[config.mk]
export PLATFORM = sky130hd
export DESIGN_NAME = scdr_regs
export DESIGN_NICKNAME = d
export VERILOG_FILES = /design/src/common/scdr_pkg.sv /design/src/rtl/scdr_sync.sv /design/src/rtl/scdr_regs.sv
export VERILOG_INCLUDE_DIRS = /design/src /design/src/common
export SDC_FILE = /design/constraint.sdc
export NUM_CORES = 1
export LEC_CHECK = 0
export BUFFER_PORTS_ARGS = -buffer_cell sky130_fd_sc_hd__buf_2
export CORE_AREA = 2 2 120 64
export DETAILED_ROUTE_END_ITERATION = 7
export DIE_AREA = 0 0 122 66
export PLACE_DENSITY = 0.93
export SLEW_MARGIN = 25
export SYNTH_ARGS = -nofsm -noshare
export SYNTH_HDL_FRONTEND = slang
export SYNTH_SLANG_ARGS = --single-unit
[constraint.sdc]
create_clock -name clk_sys -period 7 [get_ports clk_sys]
set_clock_uncertainty 0.15 [all_clocks]
set_input_delay 0.35 -clock clk_sys [delete_from_list [all_inputs] [get_ports clk_sys]]
set_output_delay 0.35 -clock clk_sys [all_outputs]
set_load 0.03 [all_outputs]
[src/common/scdr_cfg.svh]
`ifndef SCDR_CFG_SVH
`define SCDR_CFG_SVH
`define SCDR_ADDR_UPPER     7'h3e
`define SCDR_ADDR_LOWER     7'h3f
`define SCDR_ADDR_SUPPLY    7'h40
`define SCDR_ADDR_BTL       7'h3b
`define SCDR_ADDR_CLKSEL    7'h3c
`define SCDR_RST_UPPER      8'ha8
`define SCDR_RST_LOWER      8'h98
`define SCDR_RST_BTL        8'ha0
`define SCDR_RST_CLKSEL     2'h1
`define SCDR_RST_SUPPLY     8'h00
`define SCDR_SUPPLY_MASK    8'h5f
`define SCDR_MODE_BIT       7
`define SCDR_FRAME_BITS     5'h10
`define SCDR_ADDR_BITS      5'h08
`define SCDR_RST_DIV        4'h2
`define SCDR_BIT_BUV        6
`define SCDR_BIT_OC         4
`define SCDR_BIT_AUV        3
`define SCDR_BIT_OT         2
`define SCDR_BIT_OV         1
`define SCDR_BIT_PW         0
`endif

[src/common/scdr_pkg.sv]
`default_nettype none
package scdr_pkg;
   typedef logic [7:0] scdr_byte_t;
   typedef logic [6:0] scdr_addr_t;
   typedef enum logic [1:0] {
      scdr_clk_80m,
      scdr_clk_40m,
      scdr_clk_20m,
      scdr_clk_10m
   } scdr_clksel_e;
endpackage
`default_nettype wire

[src/rtl/scdr_sync.sv]
`timescale 1ns/1ps
`default_nettype none
module scdr_sync #(
   parameter int WIDTH = 1
) (
   input  wire logic             clk_sys,
   input  wire logic             reset_n,
   input  wire logic [WIDTH-1:0] async_in,
   output var  logic [WIDTH-1:0] sync_out
);
   logic [WIDTH-1:0] stage_one;

   // Two flip-flop synchroniser; the first stage feeds only the second.
   always_ff @(posedge clk_sys) begin
      if (!reset_n) begin
         stage_one <= '0;
         sync_out  <= '0;
      end else begin
         stage_one <= async_in;
         sync_out  <= stage_one;
      end
   end
endmodule
`default_nettype wire

[src/rtl/scdr_regs.sv]
// Contract
// - Bit time above upper limit is clamped to the upper limit.
// - Bit time below lower limit, and not above the upper limit, is clamped to the lower limit.
// - Upper and lower limit registers are full 8-bit read-write fields.
// - Each transaction is a 16-bit frame: address-mode byte, then data byte.
// - First byte carries a 7-bit address and one access mode bit.
// - Register data bits D0 to D7 sit at frame bits 0 to 7.
// - Mode bit 0 reads the addressed register without changing it.
// - Mode bit 1 clears clearable bits of the addressed status byte.
// - Read/clear bits clear on command; read-only and reserved bits ignore it.
// - Status flags stay latched and are never cleared autonomously.
// - One address selects one whole 8-bit register per frame.
// - Supply register holds six flags at bits 6,4,3,2,1,0, all read/clear.
// - Reserved bits 7 and 5 of the supply register read zero.
// - Battery undervoltage flag sets on its detector and else reads zero.
// - Main overvoltage flag latches on a rising overvoltage report.
// - Main prewarning flag latches when the falling comparator trips.
// - Auxiliary undervoltage flag latches on auxiliary undervoltage failure.
// - Clock select codes 00..11 give 80, 40, 20 and 10 MHz.
`timescale 1ns/1ps
`default_nettype none
`include "scdr_cfg.svh"
module scdr_regs (
   input  wire logic                 clk_sys,
   input  wire logic                 reset_n,
   input  wire logic                 spi_sck,
   input  wire logic                 spi_csn_n,
   input  wire logic                 spi_sdi,
   output logic                      spi_sdo,
   output logic                      spi_sdo_oe,
   input  wire logic                 battery_uv_det,
   input  wire logic                 aux_oc_det,
   input  wire logic                 aux_uv_det,
   input  wire logic                 aux_ot_det,
   input  wire logic                 main_ov_det,
   input  wire logic                 main_pw_det,
   output scdr_pkg::scdr_byte_t      effective_bit_time,
   output scdr_pkg::scdr_clksel_e    recovery_clock_select,
   output logic [3:0]                recovery_clock_div
);
   import scdr_pkg::*;

   logic [2:0]  pin_sync;
   logic [5:0]  det_sync;
   logic [5:0]  det_prev;
   logic        sck_prev;
   logic        cs_prev;
   logic [15:0] shift_in;
   logic [7:0]  shift_out;
   logic [4:0]  bit_count;
   logic        addr_taken;
   logic        frame_done;
   scdr_addr_t  frame_addr;
   logic        frame_mode;
   scdr_byte_t  frame_data;
   scdr_byte_t  upper_limit_field;
   scdr_byte_t  lower_limit_field;
   scdr_byte_t  bit_time_length_setting;
   scdr_byte_t  supply_fail_status_two;
   scdr_byte_t  next_supply;
   scdr_byte_t  event_bits;
   scdr_byte_t  read_data;
   logic        sck_rise;
   logic        sck_fall;
   logic        cs_low;
   logic        cs_fall;
   logic        sck_sync;
   logic        cs_active_sync;
   logic        sdi_sync;
   logic [5:0]  det_rise;
   logic        battery_undervoltage_flag;
   logic        aux_regulator_overcurrent_flag;
   logic        aux_regulator_undervoltage_flag;
   logic        aux_regulator_overtemp_flag;
   logic        main_regulator_overvoltage_flag;
   logic        main_regulator_prewarning_flag;

   function automatic scdr_byte_t reg_read(input scdr_addr_t a);
      case (a)
         `SCDR_ADDR_UPPER:  reg_read = upper_limit_field;
         `SCDR_ADDR_LOWER:  reg_read = lower_limit_field;
         `SCDR_ADDR_BTL:    reg_read = bit_time_length_setting;
         `SCDR_ADDR_CLKSEL: reg_read = {6'h00, recovery_clock_select};
         `SCDR_ADDR_SUPPLY: reg_read = {1'b0, battery_undervoltage_flag,
                                        1'b0,
                                        aux_regulator_overcurrent_flag,
                                        aux_regulator_undervoltage_flag,
                                        aux_regulator_overtemp_flag,
                                        main_regulator_overvoltage_flag,
                                        main_regulator_prewarning_flag};
         default:           reg_read = 8'h00;
      endcase
   endfunction

   // Chip select enters inverted, so the synchroniser's reset value of zero
   // equals the idle pin level and no false frame start follows reset.
   scdr_sync #(.WIDTH(3)) u_pin_sync (
      .clk_sys  (clk_sys),
      .reset_n  (reset_n),
      .async_in ({spi_sck, ~spi_csn_n, spi_sdi}),
      .sync_out (pin_sync)
   );

   scdr_sync #(.WIDTH(6)) u_det_sync (
      .clk_sys  (clk_sys),
      .reset_n  (reset_n),
      .async_in ({battery_uv_det, aux_oc_det, aux_uv_det,
                  aux_ot_det, main_ov_det, main_pw_det}),
      .sync_out (det_sync)
   );

   assign sck_sync       = pin_sync[2];
   assign cs_active_sync = pin_sync[1];
   assign sdi_sync       = pin_sync[0];

   assign cs_low   = cs_active_sync;
   assign sck_rise = sck_sync & ~sck_prev;
   assign sck_fall = ~sck_sync & sck_prev;
   assign cs_fall  = cs_low & ~cs_prev;

   always_ff @(posedge clk_sys) begin
      if (!reset_n) begin
         sck_prev <= 1'b0;
         cs_prev  <= 1'b0;
         det_prev <= 6'h00;
      end else begin
         sck_prev <= sck_sync;
         cs_prev  <= cs_active_sync;
         det_prev <= det_sync;
      end
   end

   // Frame receive: MSB first, bit 8 is the mode, bits 7..0 the data.
   always_ff @(posedge clk_sys) begin
      if (!reset_n) begin
         shift_in   <= 16'h0000;
         bit_count  <= 5'h00;
         frame_done <= 1'b0;
      end else begin
         frame_done <= 1'b0;
         if (!cs_low) begin
            if (bit_count == `SCDR_FRAME_BITS) begin
               frame_done <= 1'b1;
            end
            bit_count <= 5'h00;
         end else if (sck_rise && bit_count != `SCDR_FRAME_BITS) begin
            shift_in  <= {shift_in[14:0], sdi_sync};
            bit_count <= bit_count + 5'h01;
         end
      end
   end

   // Frame words: high byte address and mode, low byte data.
   assign frame_addr = shift_in[15:9];
   assign frame_mode = shift_in[8];
   assign frame_data = shift_in[7:0];

   // Transmit: after the first byte the addressed register is returned.
   // The reply is loaded before the eighth falling edge is seen, so the
   // first data bit is ready when the host samples the ninth rising edge.
   always_ff @(posedge clk_sys) begin
      if (!reset_n) begin
         shift_out  <= 8'h00;
         addr_taken <= 1'b0;
         spi_sdo    <= 1'b0;
      end else begin
         if (!cs_low) begin
            addr_taken <= 1'b0;
         end else if (!addr_taken && bit_count == `SCDR_ADDR_BITS) begin
            addr_taken <= 1'b1;
            shift_out  <= reg_read(shift_in[7:1]);
         end else if (sck_fall && addr_taken) begin
            spi_sdo   <= shift_out[7];
            shift_out <= {shift_out[6:0], 1'b0};
         end
         if (cs_fall) begin
            spi_sdo <= 1'b0;
         end
      end
   end

   assign spi_sdo_oe = cs_low;

   // Control registers written when the mode bit is set.
   // A frame cut short of sixteen bits never commits, so it changes nothing.
   always_ff @(posedge clk_sys) begin
      if (!reset_n) begin
         upper_limit_field       <= `SCDR_RST_UPPER;
         lower_limit_field       <= `SCDR_RST_LOWER;
         bit_time_length_setting <= `SCDR_RST_BTL;
         recovery_clock_select   <= scdr_clksel_e'(`SCDR_RST_CLKSEL);
      end else if (frame_done && frame_mode) begin
         case (frame_addr)
            `SCDR_ADDR_UPPER:  upper_limit_field <= frame_data;
            `SCDR_ADDR_LOWER:  lower_limit_field <= frame_data;
            `SCDR_ADDR_BTL:    bit_time_length_setting <= frame_data;
            `SCDR_ADDR_CLKSEL: recovery_clock_select <=
                                  scdr_clksel_e'(frame_data[1:0]);
            default: ;
         endcase
      end
   end

   // One rising-edge detector per synchronised detector level.
   genvar g;
   generate
      for (g = 0; g < 6; g++) begin : g_edge
         assign det_rise[g] = det_sync[g] & ~det_prev[g];
      end
   endgenerate

   // Rising-edge events, placed at their status bit positions.
   always_comb begin
      event_bits                = 8'h00;
      event_bits[`SCDR_BIT_BUV] = det_rise[5];
      event_bits[`SCDR_BIT_OC]  = det_rise[4];
      event_bits[`SCDR_BIT_AUV] = det_rise[3];
      event_bits[`SCDR_BIT_OT]  = det_rise[2];
      event_bits[`SCDR_BIT_OV]  = det_rise[1];
      event_bits[`SCDR_BIT_PW]  = det_rise[0];
   end

   // Clear first, then add this cycle's events, so a set in the clear
   // cycle survives and no event is lost.
   always_comb begin
      next_supply = supply_fail_status_two;
      if (frame_done && frame_mode && frame_addr == `SCDR_ADDR_SUPPLY) begin
         next_supply = 8'h00;
      end
      next_supply = (next_supply | event_bits)
                    & `SCDR_SUPPLY_MASK;
   end

   always_ff @(posedge clk_sys) begin
      if (!reset_n) begin
         supply_fail_status_two <= `SCDR_RST_SUPPLY;
      end else begin
         supply_fail_status_two <= next_supply;
      end
   end

   // Named views of the latched flags for the readback path.
   assign battery_undervoltage_flag       =
             supply_fail_status_two[`SCDR_BIT_BUV];
   assign aux_regulator_overcurrent_flag  =
             supply_fail_status_two[`SCDR_BIT_OC];
   assign aux_regulator_undervoltage_flag =
             supply_fail_status_two[`SCDR_BIT_AUV];
   assign aux_regulator_overtemp_flag     =
             supply_fail_status_two[`SCDR_BIT_OT];
   assign main_regulator_overvoltage_flag =
             supply_fail_status_two[`SCDR_BIT_OV];
   assign main_regulator_prewarning_flag  =
             supply_fail_status_two[`SCDR_BIT_PW];

   // Window clamp; with the limits set crossed, the upper bound wins only for a bit time above it.
   function automatic scdr_byte_t clamp_bit_time(input scdr_byte_t bt,
                                                 input scdr_byte_t hi,
                                                 input scdr_byte_t lo);
      if (bt > hi) begin
         clamp_bit_time = hi;
      end else if (bt < lo) begin
         clamp_bit_time = lo;
      end else begin
         clamp_bit_time = bt;
      end
   endfunction

   // Bit time clamped into the window set by the two limits.
   always_ff @(posedge clk_sys) begin
      if (!reset_n) begin
         effective_bit_time <= `SCDR_RST_BTL;
      end else begin
         effective_bit_time <= clamp_bit_time(bit_time_length_setting,
                                              upper_limit_field,
                                              lower_limit_field);
      end
   end

   // Divider of the 80 MHz base that yields the recovery clock.
   always_ff @(posedge clk_sys) begin
      if (!reset_n) begin
         recovery_clock_div <= `SCDR_RST_DIV;
      end else begin
         case (recovery_clock_select)
            scdr_clk_80m: recovery_clock_div <= 4'h1;
            scdr_clk_40m: recovery_clock_div <= 4'h2;
            scdr_clk_20m: recovery_clock_div <= 4'h4;
            scdr_clk_10m: recovery_clock_div <= 4'h8;
            default:      recovery_clock_div <= 4'h1;
         endcase
      end
   end
endmodule
`default_nettype wire

-- After elaboration in Yosys (flattened, before gate mapping)
Index checks and enable logic that the tools add are counted.
- bitwise gates (word level): 22
- $lt $le $gt $ge: 2
- reduce and logical (&&, ||, !) cells: 18
- add/subtract/negate cells: 1
- equality and inequality tests: 16
- mux-type cells: 8
- operators by type and width (kind ; number):
    == test 7 x 6 -> 1 bit (second input constant) ; 8
    one-hot mux 8 bit (5 select lines) ; 1
    2-to-1 mux 8 bit ; 4
    one-hot mux 4 bit (4 select lines) ; 1
    == test 7 bit (second input constant) ; 2
    AND reduction 2 bit ; 7
    NOT 1 bit ; 12
    AND 1 bit ; 9
    > comparator 8 bit ; 1
    less-than comparator 8 bit ; 1
    2-to-1 mux 7 bit ; 1
    OR 7 bit ; 1
    adder 5 x 1 -> 5 bit (second input constant) ; 1
    == test 5 x 4 -> 1 bit (second input constant) ; 1
    == test 5 bit (second input constant) ; 1
    logical AND 1 bit ; 5
    != test 5 bit (second input constant) ; 1
    == test 2 bit (second input constant) ; 2
    OR reduction 2 bit ; 2
    AND reduction 3 bit ; 1
    == test 2 x 1 -> 1 bit (second input constant) ; 1
    logical NOT 2 bit ; 1
    nonzero test 2 bit ; 1
    logical NOT 1 bit ; 1
    2-to-1 mux 1 bit ; 1
- input port bits: 11
- bits in registers: 102
- word-level logic and storage cells: 87

-- Longest topological paths before layout
Gate-level depths: netlist of the first run.
- depth after elaboration: 5
- gate-level depth with buffers: 9
- gate-level depth less buffers: 7

-- Hierarchy
Synthesis of the first run repeated with hierarchy kept, for this count alone.
- cells, all modules: 483
- area, all modules: 4434.3 um^2
- modules (own cells, without submodules) (module ; cells each ; area an instance (um^2) ; sequential area each (um^2) ; times used):
    scdr_regs ; 446 ; 3940.0 ; 1681.6 ; 1
    scdr_sync at u_det_sync ; 25 ; 336.6 ; 240.2 ; 1
    scdr_sync at u_pin_sync ; 12 ; 157.7 ; 120.1 ; 1

-- Least setup slack after synthesis of the first run
OpenSTA, ideal clock, no wires.
- path type: register to register
- start point: register lower_limit_field[1]
- end point: register effective_bit_time[0]
- library setup time: 123 ps
- slack: 4790 ps
- cell stages (with the launch flop): 7
- clock period less this slack: 2210 ps
- path buffers: 0
- data arrival time: 1937 ps
- cells stage by stage: dfxtp_1 > inv_1 > ha_1 > a2111o_1 > a311oi_4 > mux2i_1 > a211oi_2
- word-level cells in the longest chain between the ends: 3
- RTL lines (item ; line ; text):
    from (decl) ; scdr_regs.sv:57 ; scdr_byte_t lower_limit_field;
    from (signal assigned) ; scdr_regs.sv:189 ; lower_limit_field <= `SCDR_RST_LOWER;
    from (signal assigned) ; scdr_regs.sv:195 ; `SCDR_ADDR_LOWER: lower_limit_field <= frame_data;
    less-than comparator 8 bit ; scdr_regs.sv:262 ; end else if (bt < lo) begin
    2-to-1 mux 8 bit ; scdr_regs.sv:262 ;
    2-to-1 mux 8 bit ; scdr_regs.sv:260 ; if (bt > hi) begin
    to (signal assigned) ; scdr_regs.sv:272 ; effective_bit_time <= `SCDR_RST_BTL;
    to (signal assigned) ; scdr_regs.sv:274 ; effective_bit_time <= clamp_bit_time(bit_time_length_setting,
    to (decl) ; scdr_regs.sv:37 ; output scdr_pkg::scdr_byte_t effective_bit_time,
No other way between the ends.
A chain may end at the register's enable or synchronous reset.

-- Worst setup path after layout of the first run
- start point: register bit_count[0]
- end point: register shift_in[11]
- word-level cells in the longest chain between the ends: 3
- RTL lines (item ; line ; text):
    from (decl) ; scdr_regs.sv:50 ; logic [4:0] bit_count;
    from (signal assigned) ; scdr_regs.sv:148 ; bit_count <= bit_count + 5'h01;
    != test 5 bit (no line) ; - ;
    logical AND 1 bit (no line) ; - ;
    AND reduction 2 bit (no line) ; - ;
    to (signal assigned) ; scdr_regs.sv:147 ; shift_in <= {shift_in[14:0], sdi_sync};
    to (decl) ; scdr_regs.sv:48 ; logic [15:0] shift_in;
No other way between the ends.

==> flow_summary.toml, run 1 <==
[global_route]
grt_pass1_vias = 3276
overflow = 0
grt_pass1_wl_um = 16200
grt_max_degree = 47
antenna_found_initial = 0
grtUsageTotal = 0.268

[critical_path]
worstPathRequired_ns = 7.13
slowest_stage = "and2_0"
cp_max_fo = 16
rr_worst_depth = 7
r2r_slack_ns = 4.39
crit_path_start_kind = "register"
r2r-start = "bit_count[0]"
worstSetupPathType = "register to register"
critPathBufInv = 1
critical_path.max_stage_delay_ns = 0.78
crit_chain = "inv_1 -> ha_1 -> nor4bb_1 -> nor3b_2 -> and2_0 -> nand2_1 -> a21oi_1"
r2r_end = "shift_in[11]"
arrival_ns = 2.74
end_kind = "register"
cp_top_family = "simple AND/OR/NAND/NOR gates"

[layout]
fin_util = 0.680
instances_no_fill = 579
fin_nets = 506
diodes = 0
fillerInstances = 553
final_layout_size_suffix_gt1_frac = 0.137
syn2layout_area_growth_pct = 9.69

[sta]
worst_slack_ns = 4.39
drv_slew = 0
finalCritPeriodShare = 0.372
worst_slew_pin_slew_ns = 1.03
setup_violations = 0
slew_headroom = 0.310
clock.fmax_mhz = 384
setup-tns-final_ns = 0
fin_crit_ns = 2.61
rsz0062_at_grt = "false"
hold_viol_final = 0

[pwr]
leakage_uw = 0.00200
finalPower_uw = 1090
p_per_area_nw_per_um2 = 228
peakVddDrop_mv = 0.176

[route]
drt_pre_antenna_iters = 5
vias = 3398
via_per_inst = 5.87
wirelength_um = 9870
drc_errors = 0
drt_iter0_markers = 273
ant_nets = 0
avgRoutedWirePerCell_um = 17.0

[cts]
clk_latency_ns = 0.36
cts.path.max_buffers = 2
path_clk_slew_ns = 0.07
cts_buffers = 9
htreeDepth = 3
cts_tree = "done"
cts_resized = 0
root_buffer = "clkbuf_16"
post_cts_buffers = 0
clock_sinks = 102

[logic_synthesis]
yosys.area.top_type = "dfxtp_1"
syn-cell-area_um2 = 4350
netlist_instances = 462
synthAdderAreaFrac = 0.0489
yosys.area_share.simple = 0.186
netlist_top_cells_count = "dfxtp_1, nand2_1, a21oi_1, mux2i_1, nor2_1"
synth.distinct_cells = 47
postSynth.asyncResetShare = 0
synth-seq-cells = 102
netlist.area_leader.share = 0.469
synth_edf_count = 0
netlist_top_cells_area = "dfxtp_1, mux2i_1, nand2_1, ha_1, a21oi_1"
syn_nets = 490
ys_warn_count = 0
synth_xor_xnor_area_share = 0.00805
yosysMostFrequentCell = "dfxtp_1"
synth_ff_type = "dfxtp_1"
postSynthAreaPerCell_um2 = 9.42
synth_compound_area_frac = 0.134
synth.area.mux_share = 0.101
yosysSeqAreaShare = 0.469
synth_top_family_by_area = "simple AND/OR/NAND/NOR gates"

[die]
row_count = 22
die_w_um = 122
core_um2 = 7020
die_h_um = 66
pin_count = 27
start_util = 0.620
die_area_um2 = 8050

[placed_design]
portBuffers = 26
dpl.hpwl_um = 6790
pre_cts_slack_ns = 4.47
place_inst = 562
place.gp.congestion = 0.872

[min_path]
hold_end = "u_det_sync.stage_one[4]"
hold_path.class = "input pin to register"
worstHoldPathCells = 2
min_from = "aux_oc_det"

[status]
status = "finished, final reports clean"

[flow_run]
drv_cap = 0
## layout make-up
type / instances / area, µm² / area share
multi-input cells: 310 / 2080 / 0.435
inverters: 27 / 101 / 0.0212
repair buffers: 28 / 148 / 0.0309
clock buffers: 10 / 239 / 0.0501
flip-flops and latches: 102 / 2040 / 0.428
well taps: 96 / 120 / 0.0252
clock inverters: 6 / 46.3 / 0.00970
## layer usage
layer / wire length, µm / GRT usage
met1: 4580 / 0.350
met2: 4420 / 0.430
met3: 727 / 0.0767
met4: 143 / 0.0891
met5: 0 / 0
## worst register-to-register path: cells and delay by family (launching register included)
kind | cells | cell delay [ns]
AND/OR/NAND/NOR | 4 | 1.56
flip-flops | 1 | 0.40
adder cells (fa/ha/maj) | 1 | 0.20
AO/OA/AOI/OAI | 1 | 0.14
buffers and inverters | 1 | 0.08
## per-stage QoR
step           instance area [µm²]  hold WS, ns
5_1_grt                       4770       0.0555
2_1_floorplan                 4350        0.249
4_1_cts                       4770       0.0391
3_3_place_gp                  4480        0.254
3_5_place_dp                  4480        0.261
6_report                      4770       0.0465
## timing repair
item / CTS / global route
endpoints found under the setup margin: 0 / 0
hold buffers: 1 / 0
endpoints found under the hold margin: 1 / 0
## worst max path at each step
| stage | startpoint | end | slack, ns | cells past startpoint |
|---|---|---|---|---|
| 2_1_floorplan | lower_limit_field[1] | effective_bit_time[0] | 4.79 | 6 |
| 6_report | bit_count[0] | shift_in[11] | 4.39 | 7 |
| 3_5_place_dp | bit_count[0] | shift_in[11] | 4.47 | 7 |
| 3_3_place_gp | lower_limit_field[1] | effective_bit_time[1] | 4.63 | 6 |
| 4_1_cts | bit_count[0] | shift_in[11] | 4.44 | 7 |
| 5_1_grt | bit_count[0] | shift_in[13] | 4.20 | 7 |
## cell usage in the layout (no fill, tap or decap), types with 2 or more instances in the layout
cell type / synthesis / layout
dfxtp_1: 102 / 102
nand2_1: 67 / 67
a21oi_1: 36 / 36
mux2i_1: 36 / 36
nor2_1: 29 / 29
inv_1: 27 / 27
buf_2: 0 / 26
and2_1: 20 / 20
ha_1: 17 / 17
o21ai_0: 14 / 14
clkbuf_16: 0 / 9
mux2_2: 7 / 7
nand3_1: 7 / 7
a22oi_1: 6 / 6
nor3_1: 6 / 6
a221oi_1: 6 / 6
a211oi_2: 6 / 6
nand4_1: 4 / 4
and3_1: 4 / 4
or2_2: 4 / 4
o211ai_1: 4 / 4
xor2_1: 3 / 3
nand2b_1: 3 / 3
nor2b_1: 3 / 3
o211a_1: 3 / 3
and4b_1: 2 / 2
and4_1: 2 / 2
a211oi_1: 2 / 2
clkinvlp_4: 0 / 2
clkinv_4: 0 / 2
## cells by family after synthesis
kind of cell               after synthesis
xor gates and xnor gates                 4
adders and majority gates               17
muxes                                   43
buffers and inverters                   50
DFF                                    102
AOI/OAI and AO/OA                       85
and+or+nand+nor                        161
## power breakdown
group          switching (µW)  total, µW  internal, µW
Sequential               3.54        592           588
Clock                     223        475           252
Combinational            13.8       21.0          7.23
Total                     240       1090           848
## flip-flops by register name, summed over array words and instances (netlist names), 3 cells and up
register,cells
shift_in,16
bit_time_length_setting,8
effective_bit_time,8
lower_limit_field,8
shift_out,8
upper_limit_field,8
det_prev,6
supply_fail_status_two,6
u_det_sync.stage_one,6
u_det_sync.sync_out,6
bit_count,5
recovery_clock_div,4
u_pin_sync.stage_one,3
u_pin_sync.sync_out,3
Note: power is estimated with default switching activity, not from simulation.
==> inputs of run 2 (changes only) <==
- ABC_AREA: unset -> 1
- CORE_AREA: 2 2 120 64 -> 2 2 133 70
- DIE_AREA: 0 0 122 66 -> 0 0 135 72
- PLACE_DENSITY: 0.93 -> 0.85
- clock period: 7 -> 2.3 ns (I/O delays scaled with it)
==> flow_summary.toml, run 2 <==
[status]
status = "finished, final reports clean"

[die]
core_um2 = 8530
pin_count = 27
die_w_um = 135
die_h_um = 72
row_count = 24
die_area_um2 = 9720
start_util = 0.529

[logic_synthesis]
synth_ff_type = "dfxtp_1"
netlist_instances = 600
synth-seq-cells = 102
ys_warn_count = 0
syn-cell-area_um2 = 4510
netlist.area_leader.share = 0.452
syn_nets = 628
synth.distinct_cells = 32
postSynth.asyncResetShare = 0
netlist_top_cells_area = "dfxtp_1, inv_1, nand2_1, nand3_1, a21oi_1"
yosysSeqAreaShare = 0.452
yosysMostFrequentCell = "dfxtp_1"
netlist_top_cells_count = "dfxtp_1, inv_1, nand2_1"
synth_edf_count = 0
yosys.area.top_type = "dfxtp_1"
postSynthAreaPerCell_um2 = 7.52

[cts]
htreeDepth = 3
clk_latency_ns = 0.36
cts_tree = "done"
clock_sinks = 102
path_clk_slew_ns = 0.07
cts.path.max_buffers = 2
cts_buffers = 9
cts_resized = 0
root_buffer = "clkbuf_16"

[sta]
slew_headroom = 0.619
finalCritPeriodShare = 0.906
rsz0062_at_grt = "false"
setup-tns-final_ns = 0
hold_viol_final = 0
clock.fmax_mhz = 480
worst_slew_pin_slew_ns = 0.570
worst_slack_ns = 0.215
fin_crit_ns = 2.08
setup_violations = 0
drv_slew = 0

[critical_path]
crit_path_start_kind = "register"
cp_max_fo = 14
crit_path_start = "upper_limit_field[1]"
worstPathRequired_ns = 2.39
r2r_slack_ns = 0.22
arrival_ns = 2.18
end_kind = "register"
worstSetupPathType = "register to register"
r2r-start = "upper_limit_field[1]"

[global_route]
antenna_found_initial = 0
grt_max_degree = 56
grtUsageTotal = 0.221
overflow = 0
grt_pass1_wl_um = 16800
grt_pass1_vias = 3663

[layout]
max_flop_register = "shift_in"
seq_area_um2 = 2040
largest_reg_flops = 16
multi_input_area_um2 = 2000
final_layout_size_suffix_gt1_frac = 0.109
syn2layout_area_growth_pct = 12.9
layout_commonest_cell = "dfxtp_1"
final_cell_mix = "dfxtp_1, inv_1, nand2_1"
diodes = 0
fin_nets = 657
fillerInstances = 751

[placed_design]
pre_cts_slack_ns = 0.227
portBuffers = 26
place.gp.congestion = 0.957
dpl.hpwl_um = 7140

[route]
drt_iter0_markers = 340
vias = 4007
via_per_inst = 5.34
drc_errors = 0
ant_nets = 0
avgRoutedWirePerCell_um = 13.6
drt_pre_antenna_iters = 7
wirelength_um = 10200

[flow_run]
drv_cap = 0

[min_path]
hold_path.class = "input pin to register"
min_from = "reset_n"

[pwr]
leakage_uw = 0.00239
peakVddDrop_mv = 0.414
p_per_area_nw_per_um2 = 659
[run 2: cell types whose count changed in the layout (fill, tap and decap cells not counted), moves of 8 or more]
cell / previous run / this run
inv_1: 27 / 90
nand3_1: 7 / 66
mux2i_1: 36 / 0
o21ai_0: 14 / 44
a21oi_1: 36 / 63
nand2_1: 67 / 89
and2_1: 20 / 0
o21ai_1: 1 / 16
nor2_1: 29 / 41
dlygate4sd3_1: 1 / 9
[run 2: stage by stage]
| stage | cell area (µm²) | hold WS [ns] | utilization | std cells | total power (µW) |
|---|---|---|---|---|---|
| floorplan | 4510 | 0.0374 | - | 600 | 1920 |
| global placement | 4720 | 0.132 | 0.554 | 726 | 1940 |
| CTS | 5090 | 0.0354 | 0.597 | 751 | 3370 |
| global route | 5090 | 0.0666 | 0.597 | 751 | 3450 |
| detailed placement | 4720 | 0.130 | 0.554 | 726 | 1950 |
| finish | 5090 | 0.0555 | 0.597 | 751 | 3360 |
[run 2: power by group]
part           switching (µW)  internal (µW)
clock network             695            745
registers                14.9           1790
logic                    66.1           44.5
total                     776           2580
[run 2: path summary, 6_finish.rpt]
path,end,cells past startpoint
worst max-delay path,effective_bit_time[2],11
worst min-delay path,recovery_clock_div[1],2
worst max register to register,effective_bit_time[2],11
worst min register to register,u_det_sync.sync_out[0],2
[run 2: what timing repair did]
action / CTS / global route
endpoints found under the hold margin: 9 / 0
buffers inserted: 0 / 0
hold buffers: 9 / 0
[run 2: layout make-up]
cell class | count | area share
Sequential cell | 102 | 0.401
Multi-Input combinational cell | 381 | 0.392
Inverter | 94 | 0.0693
Timing Repair Buffer | 41 | 0.0545
Clock buffer | 9 | 0.0442
Tap cell | 117 | 0.0287
Clock inverter | 7 | 0.0106
[run 2: logic make-up after synthesis]
group / count (synthesis) / synth area share
and+or+nand+nor: 226 / 0.233
AOI/OAI and AO/OA: 138 / 0.162
buffers and inverters: 117 / 0.105
DFF: 102 / 0.452
adders and majority gates: 17 / 0.0471
[run 2: layer usage]
layer	wire (µm)	part of all wire	up-vias	global-route usage
met5	0	0	-	0
met4	293	0.029	0	0.105
met3	768	0.075	29	0.0615
met2	4420	0.43	144	0.353
met1	4730	0.46	1813	0.283
li1	-	-	2021	-
[run 2: worst max-delay path: stages, from the launching register on]
cell and delay (ns):
dfxtp_1 0.40, inv_1 0.08, ha_1 0.31, inv_1 0.04, o21bai_1 0.14, nand2_1 0.07
nand2_1 0.06, nand2_1 0.05, nand2_1 0.09, nand2_1 0.28, o21bai_1 0.25, nor2_1 0.06
==> inputs of run 3 (changes only) <==
- ABC_CLOCK_PERIOD_IN_PS: unset -> 2300
- CELL_PAD_IN_SITES_DETAIL_PLACEMENT: unset -> 2
- CELL_PAD_IN_SITES_GLOBAL_PLACEMENT: unset -> 2
- CORE_AREA: 2 2 133 70 -> 2 2 171 89
- CTS_CLUSTER_SIZE: unset -> 30
- DIE_AREA: 0 0 135 72 -> 0 0 173 91
- PLACE_DENSITY: 0.85 -> 0.86
==> flow_summary.toml, run 3 (same netlist as run 2, synthesis figures left out) <==
[status]
status = "finished, final reports clean"

[cts]
cts_tree = "done"
htreeDepth = 3
clock_sinks = 102
cts.path.max_buffers = 2
cts_buffers = 9
post_cts_buffers = 0
path_clk_slew_ns = 0.08
root_buffer = "clkbuf_16"
clk_latency_ns = 0.35

[pwr]
leakage_uw = 0.00243
p_seq_frac = 0.511
netSwitchingFraction = 0.235
finalPower_uw = 3540
power_report.internal_total_uw = 2710
peakVddDrop_mv = 0.317
combPwrFrac = 0.033
clkPwrFrac = 0.457
p_per_area_nw_per_um2 = 673
p_sw_uw = 834

[flow_run]
drv_cap = 0

[sta]
finalCritPeriodShare = 0.908
clock.fmax_mhz = 479
slew_headroom = 0.539
setup-tns-final_ns = 0
rsz0062_at_grt = "false"
hold_viol_final = 0
setup_violations = 0
whs_ns = 0.271
fin_crit_ns = 2.09
worst_slew_pin_slew_ns = 0.691
drv_slew = 0

[route]
ant_nets = 0
wl_met3_um = 758
vias = 4209
met1Wirelength_um = 7240
wl_met2_um = 6680
drt_iter0_markers = 299
avgRoutedWirePerCell_um = 17.7
wirelength_um = 14800
drt_pre_antenna_iters = 4
highest_layer = "met4"
drc_errors = 0
via_per_inst = 5.03

[critical_path]
arrival_ns = 2.22
crit_path_start_kind = "register"
worstPathRequired_ns = 2.44
crit_path_start = "lower_limit_field[7]"
cp_max_fo = 15
end_kind = "register"
r2r_slack_ns = 0.21
worstSetupPathType = "register to register"
r2r-start = "lower_limit_field[7]"

[layout]
max_flop_register = "shift_in"
largest_reg_flops = 16
diodes = 0
final_layout_size_suffix_gt1_frac = 0.116
syn2layout_area_growth_pct = 16.6
fin_nets = 662
fillerInstances = 1688
layout_commonest_cell = "dfxtp_1"
instances_no_fill = 837
final_cell_mix = "dfxtp_1, inv_1, nand2_1"

[min_path]
hold_path.class = "register to register"
min_from = "u_det_sync.stage_one[4]"

[die]
core_um2 = 14200
die_w_um = 173
pin_count = 27
start_util = 0.318
die_area_um2 = 15700
die_h_um = 91
row_count = 31

[placed_design]
place_inst = 811
portBuffers = 26
place.gp.congestion = 0.803
dpl.hpwl_um = 10700

[global_route]
grt_max_degree = 47
grt_pass1_vias = 4574
antenna_found_initial = 0
overflow = 0
grt_pass1_wl_um = 24400
grtUsageTotal = 0.197
[run 3: metrics by stage]
stage	setup WS, ns	utilization	instance area (µm²)
after floorplan	0.568	-	4510
after global placement	0.327	0.341	4840
after detailed placement	0.136	0.341	4840
after CTS	0.130	0.371	5260
after global routing	0.0853	0.371	5260
final	0.211	0.371	5260
[run 3: path summary, 6_finish.rpt]
check                                         endpoint  depth (start not counted)
worst max-delay path             effective_bit_time[4]                          9
worst min-delay path            u_det_sync.sync_out[4]                          2
worst max register to register   effective_bit_time[4]                          9
worst min register to register  u_det_sync.sync_out[4]                          2
[run 3: cell type report]
class | count | area [µm²] | share of cell area
sequential | 102 | 2040 | 0.388
multi-input combinational | 381 | 2000 | 0.380
inverter | 94 | 353 | 0.0670
timing repair buffer | 46 | 305 | 0.0580
tap | 198 | 248 | 0.0471
clock buffer | 9 | 225 | 0.0428
clock inverter | 7 | 91.3 | 0.0174
[run 3: power by group through the flow]
stage	combinational [µW]	sequential (µW)	clock (µW)
after global placement	95.5	1850	0
after CTS	118	1810	1670
final	115	1810	1620
after global routing	133	1810	1730
after detailed placement	103	1850	0
after floorplan	69.9	1850	0
[run 3: layer usage]
metal / global-route usage / vias to the layer above
met1: 0.273 / 2111
li1: - / 2035
met2: 0.318 / 55
met3: 0.0377 / 8
met4: 0.0438 / 0
met5: 0 / -
[run 3: critical path, cell delays in order, from the launching register on]
cell and delay [ns]:
dfxtp_1 0.37, inv_1 0.10, ha_1 0.31, nand2_1 0.08, nor2_1 0.33, nand2_1 0.10, buf_4 0.21, a21oi_1 0.21
nor2_1 0.08, nor2_1 0.08
[run 3: timing repair]
action                                  in CTS  in global routing
hold buffers                                10                  0
hold endpoints to repair                    10                  0
gates resized for setup                      0                  1
endpoints found under the setup margin       0                  6
